`config.mk`:
```
export PLATFORM = sky130hd
export DESIGN_NAME = ccr_card_config_bank
export DESIGN_NICKNAME = d
export VERILOG_FILES = /design/src/ccr_pkg.sv /design/src/ccr_sync.sv /design/src/ccr_card_config_bank.sv
export VERILOG_INCLUDE_DIRS = /design/src
export SDC_FILE = /design/constraint.sdc
export NUM_CORES = 1
export LEC_CHECK = 0
export BUFFER_PORTS_ARGS = -buffer_cell sky130_fd_sc_hd__buf_2
export CAP_MARGIN = 15
export CORE_ASPECT_RATIO = 1.1
export CORE_MARGIN = 3
export CORE_UTILIZATION = 50
export CTS_BUF_LIST = sky130_fd_sc_hd__clkbuf_8
export DETAILED_ROUTE_END_ITERATION = 8
export PLACE_DENSITY = 0.73
export SETUP_SLACK_MARGIN = 0.02
export SYNTH_ARGS = -nofsm -noshare
export SYNTH_HDL_FRONTEND = slang
export SYNTH_HIERARCHICAL = 1
export SYNTH_SLANG_ARGS = --single-unit
export TNS_END_PERCENT = 50
```
`constraint.sdc`:
```
create_clock -name core_clk -period 2.3 [get_ports core_clk]
set_input_delay 0.23 -clock core_clk [delete_from_list [all_inputs] [get_ports core_clk]]
set_output_delay 0.23 -clock core_clk [all_outputs]
set_load 0.05 [all_outputs]
```
`src/ccr_params.svh`:
```
// Purpose: Constants for the card configuration register bank.
// Assumes: Attribute byte addresses are 11 bits (A10..A0).
// Notes: Included by the package and the bank module.
//
// Summary of operation
// - Config registers at attribute 200h, even steps.
// - Attribute reads: CARD_INFO_STRUCTURE at A10:A9=00, regs at 01.
// - Common space byte lanes follow byte selects.
// - CARD_INFO_STRUCTURE writes, odd or high-only attribute accesses ignored.
// - Soft reset bit holds device reset, stays set.
// - Mode select resets to 00h, soft bit cleared.
// - Bit 6 chooses level or pulse interrupt.
// - Six-bit index selects memory or I/O mapping.
// - Changed flag drives status pin low when enabled in I/O mode.
// - Status change enable zero keeps pin high.
// - Byte I/O request stored, otherwise ignored.
// - Power-down bit change shows busy until reached.
// - Idle auto power saving, command wakes device.
// - Interrupt pending mirrors request, gated by enable.
// - Config/status resets 00h, fixed zero bits.
// - Ready change sets ready-changed bit.
// - Protect state fixed, protect-changed bit set by write only.
// - Ready bit reads ready, writes as mask.
// - Protect bit reads zero, writes as mask.
// - Masked write sets or clears changed bits.
// - Pin register resets 0Ch, fixed bits.
`ifndef CCR_PARAMS_SVH
`define CCR_PARAMS_SVH
`define CCR_MODE_SELECT_ADDR 11'h200
`define CCR_CONFIG_STATUS_ADDR 11'h202
`define CCR_PIN_STATE_ADDR 11'h204
`define CCR_MODE_SELECT_RESET 8'h00
`define CCR_CONFIG_STATUS_RESET 8'h00
`define CCR_PIN_STATE_RESET 8'h0c
`define CCR_SOFT_RESET_BIT 7
`define CCR_LEVEL_IRQ_BIT 6
`define CCR_STATUS_CHANGE_BIT 6
`define CCR_BYTE_IO_BIT 5
`define CCR_POWER_DOWN_BIT 2
`define CCR_IRQ_PENDING_BIT 1
`define CCR_READY_CHANGED_BIT 5
`define CCR_PROTECT_CHANGED_BIT 4
`define CCR_READY_STATE_BIT 1
`define CCR_PROTECT_STATE_BIT 0
`define CCR_IDX_MEMORY 6'h00
`define CCR_IDX_CONTIG_IO 6'h01
`define CCR_IDX_PRIMARY_IO 6'h02
`define CCR_IDX_SECONDARY_IO 6'h03
`define CCR_POWER_SWITCH_NS 200
`define CCR_POWER_SWITCH_CYC ((`CCR_POWER_SWITCH_NS + 24) / 25)
`define CCR_IDLE_SLEEP_CYC 16'h1000
`define CCR_PULSE_CYC 4'h4
`endif

```
`src/ccr_pkg.sv`:
```
`include "ccr_params.svh"
package ccr_pkg;
    typedef enum logic [1:0] {
        CCR_MAP_MEMORY,
        CCR_MAP_CONTIG_IO,
        CCR_MAP_PRIMARY_IO,
        CCR_MAP_SECONDARY_IO
    } ccr_map_t;
    typedef enum {
        CCR_PWR_ACTIVE,
        CCR_PWR_TO_SAVE,
        CCR_PWR_SAVE,
        CCR_PWR_TO_ACTIVE
    } ccr_pwr_t;
endpackage

```
`src/ccr_sync.sv`:
```
// Purpose: Two-stage synchroniser for a group of pin levels.
// Assumes: Inputs are asynchronous levels.
// Notes: Only the second stage is visible.
`timescale 1ns/1ps
module ccr_sync #(
    parameter int WIDTH = 8
) (
    input wire logic core_clk,
    input wire logic nrst,
    input wire logic [WIDTH-1:0] async_in,
    input wire logic [WIDTH-1:0] reset_val,
    output logic [WIDTH-1:0] sync_out
);
    logic [WIDTH-1:0] stage1_reg;
    genvar i;
    generate
        for (i = 0; i < WIDTH; i++) begin : g_bit
            always_ff @(posedge core_clk) begin
                if (!nrst) begin
                    stage1_reg[i] <= reset_val[i];
                    sync_out[i] <= reset_val[i];
                end else begin
                    stage1_reg[i] <= async_in[i];
                    sync_out[i] <= stage1_reg[i];
                end
            end
        end
    endgenerate
endmodule

```
`src/ccr_card_config_bank.sv`:
```
// Purpose: Attribute-space decode and configuration register bank.
// Assumes: Host strobes are asynchronous and held for several clocks.
// Notes: Strobes act on their first synchronised active edge.
`timescale 1ns/1ps
`include "ccr_params.svh"
module ccr_card_config_bank (
    input wire logic core_clk,
    input wire logic nrst,
    input wire logic low_byte_select_n,
    input wire logic high_byte_select_n,
    input wire logic reg_select_n,
    input wire logic read_strobe_n,
    input wire logic write_strobe_n,
    input wire logic [10:0] addr,
    input wire logic [15:0] data_in,
    input wire logic [7:0] cis_data,
    input wire logic [15:0] common_rd_data,
    input wire logic core_ready,
    input wire logic core_irq,
    input wire logic device_irq_enable_bit,
    input wire logic command_strobe,
    output logic [15:0] data_out,
    output logic [1:0] data_oe,
    output logic [10:0] cis_addr,
    output logic common_rd,
    output logic common_wr,
    output logic [1:0] common_lanes,
    output logic [15:0] common_wr_data,
    output logic core_reset,
    output logic power_save,
    output logic [1:0] map_mode,
    output logic io_mode,
    output logic status_changed_pin_n,
    output logic irq_pin_n
);
    import ccr_pkg::*;

    // ************************************************************
    // Pin synchronisation
    // ************************************************************
    // Selects, strobes, address and data all pass the same two flops,
    // so a strobe never reaches the decode ahead of its address.
    localparam int SYNC_W = 32;
    logic [SYNC_W-1:0] pins_async;
    logic [SYNC_W-1:0] pins_sync;
    logic [SYNC_W-1:0] pins_rst;
    assign pins_async = {low_byte_select_n, high_byte_select_n,
                         reg_select_n, read_strobe_n, write_strobe_n,
                         addr, data_in};
    assign pins_rst = {5'h1f, 27'h0000000};

    ccr_sync #(.WIDTH(SYNC_W)) u_sync (
        .core_clk(core_clk),
        .nrst(nrst),
        .async_in(pins_async),
        .reset_val(pins_rst),
        .sync_out(pins_sync)
    );

    logic lo_n, hi_n, reg_n, rd_n, wr_n;
    logic [10:0] a;
    logic [15:0] d;
    assign {lo_n, hi_n, reg_n, rd_n, wr_n, a, d} = pins_sync;

    // ************************************************************
    // Access decode
    // ************************************************************
    logic rd_d_reg, wr_d_reg;
    wire rd_act = !lo_n || !hi_n ? !rd_n : 1'b0;
    wire wr_act = !lo_n || !hi_n ? !wr_n : 1'b0;
    wire wr_start = wr_act && !wr_d_reg;
    wire rd_start = rd_act && !rd_d_reg;
    // Attribute accesses valid only via low select on even address.
    wire attr_ok = !reg_n && !lo_n && !a[0];
    wire attr_cis = attr_ok && (a[10:9] == 2'b00);
    wire attr_cfg = attr_ok && (a[10:9] == 2'b01);
    // Register words counted from the block base; only the low eight
    // word bits take part, the base itself comes from A10:A9.
    wire [7:0] cfg_word = a[8:1];
    wire [7:0] mode_word = 8'(`CCR_MODE_SELECT_ADDR >> 1);
    wire [7:0] stat_word = 8'(`CCR_CONFIG_STATUS_ADDR >> 1);
    wire [7:0] pin_word = 8'(`CCR_PIN_STATE_ADDR >> 1);
    wire sel_mode = attr_cfg && cfg_word == mode_word;
    wire sel_stat = attr_cfg && cfg_word == stat_word;
    wire sel_pin = attr_cfg && cfg_word == pin_word;
    // Common-space lanes: low alone, high alone, or word at even.
    wire [1:0] lanes = (!lo_n && !hi_n) ? (a[0] ? 2'b00 : 2'b11) :
                       !lo_n ? 2'b01 : !hi_n ? 2'b10 : 2'b00;
    wire common_acc = reg_n && lanes != 2'b00;

    // ************************************************************
    // Registers
    // ************************************************************
    logic [7:0] mode_select_reg, mode_select_next;
    logic status_change_enable_reg, byte_io_request_reg;
    logic power_down_request_reg;
    logic ready_changed_reg, protect_changed_reg;
    logic ready_state_reg;
    wire soft_reset_bit = mode_select_reg[`CCR_SOFT_RESET_BIT];
    wire level_irq_select = mode_select_reg[`CCR_LEVEL_IRQ_BIT];
    wire [5:0] config_index = mode_select_reg[5:0];
    wire in_io = config_index != `CCR_IDX_MEMORY;
    wire dev_rst = !nrst || soft_reset_bit;

    always_comb begin
        mode_select_next = mode_select_reg;
        if (wr_start && sel_mode) begin
            mode_select_next = d[7:0];
        end
    end

    // Soft reset leaves its own bit alone so software can release it.
    // Meanwhile every other field sits at its reset value, and a host
    // write can only drop the bit, which leaves the card unconfigured.
    wire [7:0] mode_held = (wr_start && sel_mode) ?
                           {d[7], 7'h00} : 8'h80;

    always_ff @(posedge core_clk) begin
        if (!nrst) begin
            mode_select_reg <= `CCR_MODE_SELECT_RESET;
        end else if (soft_reset_bit) begin
            mode_select_reg <= mode_held;
        end else begin
            mode_select_reg <= mode_select_next;
        end
    end

    // ************************************************************
    // Power state
    // ************************************************************
    ccr_pwr_t pwr_reg;
    logic [15:0] idle_cnt_reg;
    logic [7:0] pwr_cnt_reg;
    logic auto_save_reg;
    wire want_save = power_down_request_reg || auto_save_reg;
    wire pwr_busy = pwr_reg == CCR_PWR_TO_SAVE ||
                    pwr_reg == CCR_PWR_TO_ACTIVE;

    // Only a command or a reset counts as activity; register traffic
    // from the host does not hold off the automatic power saving.
    always_ff @(posedge core_clk) begin
        if (dev_rst || command_strobe) begin
            idle_cnt_reg <= 16'h0000;
            auto_save_reg <= 1'b0;
        end else if (idle_cnt_reg == `CCR_IDLE_SLEEP_CYC - 16'h0001) begin
            auto_save_reg <= 1'b1;
        end else begin
            idle_cnt_reg <= idle_cnt_reg + 16'h0001;
        end
    end

    always_ff @(posedge core_clk) begin
        if (dev_rst) begin
            pwr_reg <= CCR_PWR_ACTIVE;
            pwr_cnt_reg <= 8'h00;
        end else begin
            unique case (pwr_reg)
                CCR_PWR_ACTIVE: begin
                    pwr_cnt_reg <= 8'h00;
                    if (want_save) begin
                        pwr_reg <= CCR_PWR_TO_SAVE;
                    end
                end
                CCR_PWR_SAVE: begin
                    pwr_cnt_reg <= 8'h00;
                    if (!want_save) begin
                        pwr_reg <= CCR_PWR_TO_ACTIVE;
                    end
                end
                // A request that flips mid-switch waits for this one to end.
                CCR_PWR_TO_SAVE, CCR_PWR_TO_ACTIVE: begin
                    if (pwr_cnt_reg == 8'(`CCR_POWER_SWITCH_CYC - 1)) begin
                        pwr_cnt_reg <= 8'h00;
                        pwr_reg <= pwr_reg == CCR_PWR_TO_SAVE ?
                                   CCR_PWR_SAVE : CCR_PWR_ACTIVE;
                    end else begin
                        pwr_cnt_reg <= pwr_cnt_reg + 8'h01;
                    end
                end
            endcase
        end
    end

    // ************************************************************
    // Status and pin replacement
    // ************************************************************
    // Ready reads busy for the whole switch time in both directions,
    // so a power switch with core_ready high also raises the ready-changed flag.
    wire ready_now = core_ready && !pwr_busy;
    wire ready_edge = ready_now != ready_state_reg;
    wire irq_req = core_irq && device_irq_enable_bit;
    wire changed = ready_changed_reg || protect_changed_reg;
    wire pin_wr = wr_start && sel_pin;

    always_ff @(posedge core_clk) begin
        if (dev_rst) begin
            status_change_enable_reg <= 1'b0;
            byte_io_request_reg <= 1'b0;
            power_down_request_reg <= 1'b0;
            ready_state_reg <= 1'b0;
            ready_changed_reg <= 1'b0;
            protect_changed_reg <= 1'b0;
        end else begin
            ready_state_reg <= ready_now;
            if (wr_start && sel_stat) begin
                status_change_enable_reg <= d[`CCR_STATUS_CHANGE_BIT];
                byte_io_request_reg <= d[`CCR_BYTE_IO_BIT];
                power_down_request_reg <= d[`CCR_POWER_DOWN_BIT];
            end
            // Hardware set wins over a masked host clear.
            if (ready_edge) begin
                ready_changed_reg <= 1'b1;
            end else if (pin_wr && d[`CCR_READY_STATE_BIT]) begin
                ready_changed_reg <= d[`CCR_READY_CHANGED_BIT];
            end
            if (pin_wr && d[`CCR_PROTECT_STATE_BIT]) begin
                protect_changed_reg <= d[`CCR_PROTECT_CHANGED_BIT];
            end
            // Protect state is fixed, so no hardware set ever occurs.
        end
    end

    wire [7:0] stat_rd = {changed, status_change_enable_reg,
                          byte_io_request_reg, 2'b00,
                          power_down_request_reg, irq_req,
                          1'b0};
    wire [7:0] pin_rd = {2'b00, ready_changed_reg, protect_changed_reg,
                         2'b11, ready_state_reg, 1'b0};
    // Offsets in the block with no register behind them read as zero.
    wire [7:0] cfg_rd = sel_mode ? mode_select_reg : sel_stat ? stat_rd :
                        sel_pin ? pin_rd : 8'h00;

    // ************************************************************
    // Interrupt and status pins
    // ************************************************************
    // A pulse starts only on a rising request, so a request held high
    // gives one pulse of fixed width and no more.
    logic [3:0] pulse_cnt_reg;
    logic irq_d_reg;
    always_ff @(posedge core_clk) begin
        if (dev_rst) begin
            pulse_cnt_reg <= 4'h0;
            irq_d_reg <= 1'b0;
            irq_pin_n <= 1'b1;
            status_changed_pin_n <= 1'b1;
        end else begin
            irq_d_reg <= irq_req;
            if (irq_req && !irq_d_reg) begin
                pulse_cnt_reg <= `CCR_PULSE_CYC;
            end else if (pulse_cnt_reg != 4'h0) begin
                pulse_cnt_reg <= pulse_cnt_reg - 4'h1;
            end
            irq_pin_n <= !(in_io && (level_irq_select ? irq_req :
                           pulse_cnt_reg != 4'h0));
            status_changed_pin_n <= !(in_io && status_change_enable_reg &&
                                      changed);
        end
    end

    // ************************************************************
    // Host data path
    // ************************************************************
    always_ff @(posedge core_clk) begin
        if (!nrst) begin
            rd_d_reg <= 1'b0;
            wr_d_reg <= 1'b0;
            data_out <= 16'h0000;
            data_oe <= 2'b00;
            cis_addr <= 11'h000;
            common_rd <= 1'b0;
            common_wr <= 1'b0;
            common_lanes <= 2'b00;
            common_wr_data <= 16'h0000;
            core_reset <= 1'b1;
            power_save <= 1'b0;
            map_mode <= 2'b00;
            io_mode <= 1'b0;
        end else begin
            rd_d_reg <= rd_act;
            wr_d_reg <= wr_act;
            cis_addr <= a;
            common_rd <= rd_start && common_acc;
            common_wr <= wr_start && common_acc;
            common_lanes <= lanes;
            common_wr_data <= d;
            core_reset <= soft_reset_bit;
            power_save <= pwr_reg == CCR_PWR_SAVE;
            map_mode <= config_index[1:0];
            io_mode <= in_io;
            if (rd_act && (attr_cis || attr_cfg)) begin
                data_out <= {8'h00, attr_cis ? cis_data : cfg_rd};
                data_oe <= 2'b01;
            end else if (rd_act && common_acc) begin
                data_out <= common_rd_data;
                data_oe <= lanes;
            end else begin
                // Idle and refused reads return zero, never the last byte.
                data_out <= 16'h0000;
                data_oe <= 2'b00;
            end
        end
    end
endmodule

```
After elaboration in Yosys (flattened, before gate mapping) --
Cells that the tools add are included. W data, S select, Z words.
Word-level totals: input bits 62, register bits 198, logic and storage cells 205, output and inout port bits 56
Cells by class: reduce and logical (&&, ||, !) cells 60, multiplexer cells 29, equality and inequality tests 15, add/subtract/negate cells 3, bitwise gates (word level) 2
Operator list (count):
- $eq A32 B2 Y1 const B | 3
- $mux W32 | 3
- $pmux W32 S3 | 1
- $mux W8 | 9
- $eq A32 B3 Y1 const B | 2
- $eq A32 B1 Y1 const B | 1
- $logic_not A32 Y1 | 1
- $logic_and A1 B1 Y1 | 26
- $add A16 B1 Y16 const B | 1
- $eq A16 B12 Y1 const B | 1
- $pmux W8 S2 | 1
- $logic_not A1 Y1 | 13
- $mux W2 | 5
- $add A8 B1 Y8 const B | 1
- $eq A8 B1 Y1 const B | 1
- $eq A8 B2 Y1 const B | 1
- $eq A8 B3 Y1 const B | 1
- $logic_not A8 Y1 | 1
- $reduce_bool A2 Y1 | 4
- $logic_or A1 B1 Y1 | 7
- $mux W1 | 7
- $mux W3 | 2
- $mux W6 | 1
- $ne A2 B2 Y1 const B | 3
- 10 further kinds | 13

Logic depth before layout (Yosys ltp) --
depth after elaboration 10, mapped depth 6, mapped depth without buffers 6

By module --
The synthesis kept the hierarchy.
Modules (own cells, without submodules):
- ccr_card_config_bank | instances 1, area an instance 4091.4 um2, cells an instance 442, sequential area each 2082.0 um2
- ccr_sync | instances 1, area an instance 2358.5 um2, cells an instance 135, sequential area each 1281.2 um2

Worst setup path before layout --
Ideal clock, no wire load.
path kind register -> register, start point register idle_cnt_reg[0], end point register idle_cnt_reg[12], buffers on the path 0, data arrival time 1707 ps, stages on the path, launching flop included 6, slack 527 ps, required time 2234 ps, period minus slack after synthesis 1773 ps, setup time 66 ps, cells stage by stage dfxtp_1 -> ha_1 -> nand3_1 -> or4_4 -> or3_1 -> a21oi_2
Between the ends: cells in the longest elaborated chain, start to end 1, elaborated cells on any way between the ends 2, classes of those cells 1 x add/sub; 1 x eq/ne
RTL lines:
- start: declaration | line ccr_card_config_bank.sv:132 | logic [15:0] idle_cnt_reg;
- start signal: assignment | line ccr_card_config_bank.sv:148 | idle_cnt_reg <= idle_cnt_reg + 16'h0001;
- $add A16 B1 Y16 / $eq A16 B12 Y1 (equally long branches) | line ccr_card_config_bank.sv:148, ccr_card_config_bank.sv:145
Several ways; a longest one is shown, not always the timed one. A chain may end at the register's enable or synchronous reset.

Worst setup path in the final report --
Same ends and word-level chain as after synthesis.

==> run metrics <==
Final WS setup=0.3323 ns; die width=114.3 um; Detail Route Antenna Nets=0; DRT Pass-1 Iters=5; hold_buf cts=47; Placer Congestion=0.8710; Min-Delay Path Class=in2reg; reg2reg start=idle_cnt_reg[0]; post-DP HPWL=9222 um; WP depth=5; Logic pwr share=14.6%; worst-path fanout max=5; Nets=877; largest net degree at the start of global routing=50; Synth Warn #=6; most frequent cells in the layout=168 x dfxtp_1, 116 x buf_2, 64 x conb_1; dominant synthesized flop cell=dfxtp_1; worst setup path category=reg2reg; core area=0.01230 mm^2; Pins Over Slew Limit=0; slowest stage delay, CP=0.57 ns; status=finished, final reports clean; Worst R2R Path Depth=5; CP max-delay cell=or4_4; Post-synth EDFFs=0; FMAX=508.2 MHz; number of global-route vias before repair=4669; Vias/cell=4.997; Crit Reg-Reg Endpoint=idle_cnt_reg[12]; Slew HR=39.60%; Multi-input gate area=0.003070 mm^2; WP data required=2.68 ns; Post-Layout Cell Count=974; std cell rows=42; FILL cells=957; share of the synthesized area in the top cell type=52.14%; Placed Cells=895; Die Area=0.01430 mm^2; DRC Markers=0; clk slew on worst S/H paths=0.08 ns; Finished Core Util=66.95%; share of layout cells above drive strength 1=29.02%; Power Density=771.9 mW/mm^2; CP bufs+invs=0; first-pass GRT wire length=21500 um; LEAKAGE=3.711 nW; MaxCap Viol Count=0; post_cts resized=0; initial cell density of the core=52.45%; Max IR drop VDD=0.0006455 V; Hold Slack=0.06780 ns; area delta synth->final=27.64%; Mapped Area=0.006450 mm^2; CTS Sinks=168; Num CTS Buffers=17; drt first-iter violations=326; Vias=4867; Seq pwr share=50.6%; Final period util=85.55%; most common cell after layout, fill and taps aside=dfxtp_1; endpoints failing setup=0; Skew-Pair Late Insertion Delay=0.44 ns; CP Capture Type=flip-flop; FF+latch count, synth=168; Critical Path AT=2.34 ns; Critical Path, Cell by Cell=ha_1 -> nand3_1 -> or4_4 -> or3_1 -> a21oi_2; Crit path max-delay family=simple AND/OR/NAND/NOR gates; sequential cell area=0.003363 mm^2; Post-synth ARST share=0%; register area share after synthesis=52.14%; final hold violation count=0; gr usage total=18.69%; Mean Syn Cell Area=11.18 um^2; clock root buffer=clkbuf_8; beginning of the critical path=idle_cnt_reg[0]; slack of the worst reg-to-reg path=0.33 ns; synth top area cells=dfxtp_1 52%, mux2_4 14%, and2_1 3.7%; GRT overflow=0; RSZ-0062 raised after global routing=false; H-Tree Depth=4; routed len/inst=13.70 um; sw frac=25.76%; final WL=13350 um; TritonCTS clock tree=built; initial antenna violation count=0; Total Neg Setup Slack=0 ns; Ports=118; CTS max path bufs=2; Synth area leader=dfxtp_1; CP Launch Type=flip-flop; worst clock skew=0.01132 ns; CP endpoint=idle_cnt_reg[12]; Post-CTS Setup Inserts=0; Clock Power Share=34.8%; Tmin final=1.968 ns; Pint=0.004718 W; Synth cell types=59; Port Buffers=117; NetSw=0.001637 W; Slew @ Worst Pin=0.8978 ns; Cells after Synth=577; Die H=125.1 um; final antenna diode count=0; pre-CTS setup slack=0.4010 ns
## cell usage after synthesis, types with 4 or more instances
cell / count
nand3_1: 15
nor3_1: 12
mux2i_1: 4
a31oi_1: 12
clkbuf_1: 14
and3_1: 5
a211oi_1: 5
mux2_4: 60
mux2_2: 6
a21oi_1: 25
and2_1: 38
nor2b_1: 12
nand4_1: 15
ha_1: 7
inv_1: 15
nand2_1: 25
buf_12: 6
nor2_1: 34
nor4_1: 8
xor2_1: 6
dfxtp_1: 168
o21ai_0: 26
## routing by layer
layer,global-route usage (%),part of all wire [%]
met5,0,0
met4,7.757,2.4
met3,5.027,5.4
met2,31.94,51
met1,22.00,42
## through the flow
| stage | total power [W] | area, um^2 |
|---|---|---|
| after floorplan | 0.003930 | 6683 |
| after global placement | 0.004099 | 7327 |
| after detailed placement | 0.004146 | 7327 |
| after CTS | 0.006401 | 8223 |
| after global routing | 0.006631 | 8233 |
| final | 0.006355 | 8233 |
## power groups by stage
stage,registers [W],clock network (W),logic (W)
6_report,0.00322,0.00221,0.000928
3_3_place_gp,0.00327,0,0.000828
5_1_grt,0.00324,0.00239,0.00101
2_1_floorplan,0.00343,0,0.000501
3_5_place_dp,0.00328,0,0.000861
4_1_cts,0.00322,0.00226,0.000927
## tightest hold or removal path, stage by stage
cell and delay, ns:
buf_2 0.10, nand2_1 0.09, nor2_1 0.05
## cell type report
cell class | instances | share of cell area [%]
Clock buffer | 18 | 3.009
Clock inverter | 13 | 2.158
Inverter | 16 | 0.7295
Multi-Input combinational cell | 433 | 37.29
Sequential cell | 168 | 40.85
Tap cell | 154 | 2.340
Timing Repair Buffer | 172 | 13.62
## cell families after synthesis
logic type | after synthesis | synth area share, %
buffers and inverters | 38 | 3.860
AO/OA/AOI/OAI | 88 | 8.322
flip-flops | 168 | 52.14
adder cells (fa/ha/maj) | 7 | 1.358
multiplexers | 70 | 15.64
XOR/XNOR | 9 | 1.222
AND/OR/NAND/NOR | 195 | 17.34
other | 2 | 0.1164
## how the worst min path moves through the flow
stage                            startpoint              endpoint  slack (ns)  depth (start not counted)
after floorplan           common_rd_data[0]           data_out[0]        0.34                          2
after global placement             rd_d_reg             common_rd        0.37                          1
after detailed placement           rd_d_reg             common_rd        0.37                          1
after CTS                        data_in[0]  u_sync/stage1_reg[0]       0.003                          2
after global routing             core_ready       ready_state_reg        0.08                          3
final                            core_ready       ready_state_reg        0.07                          3
(Power assumes the default switching activity.)
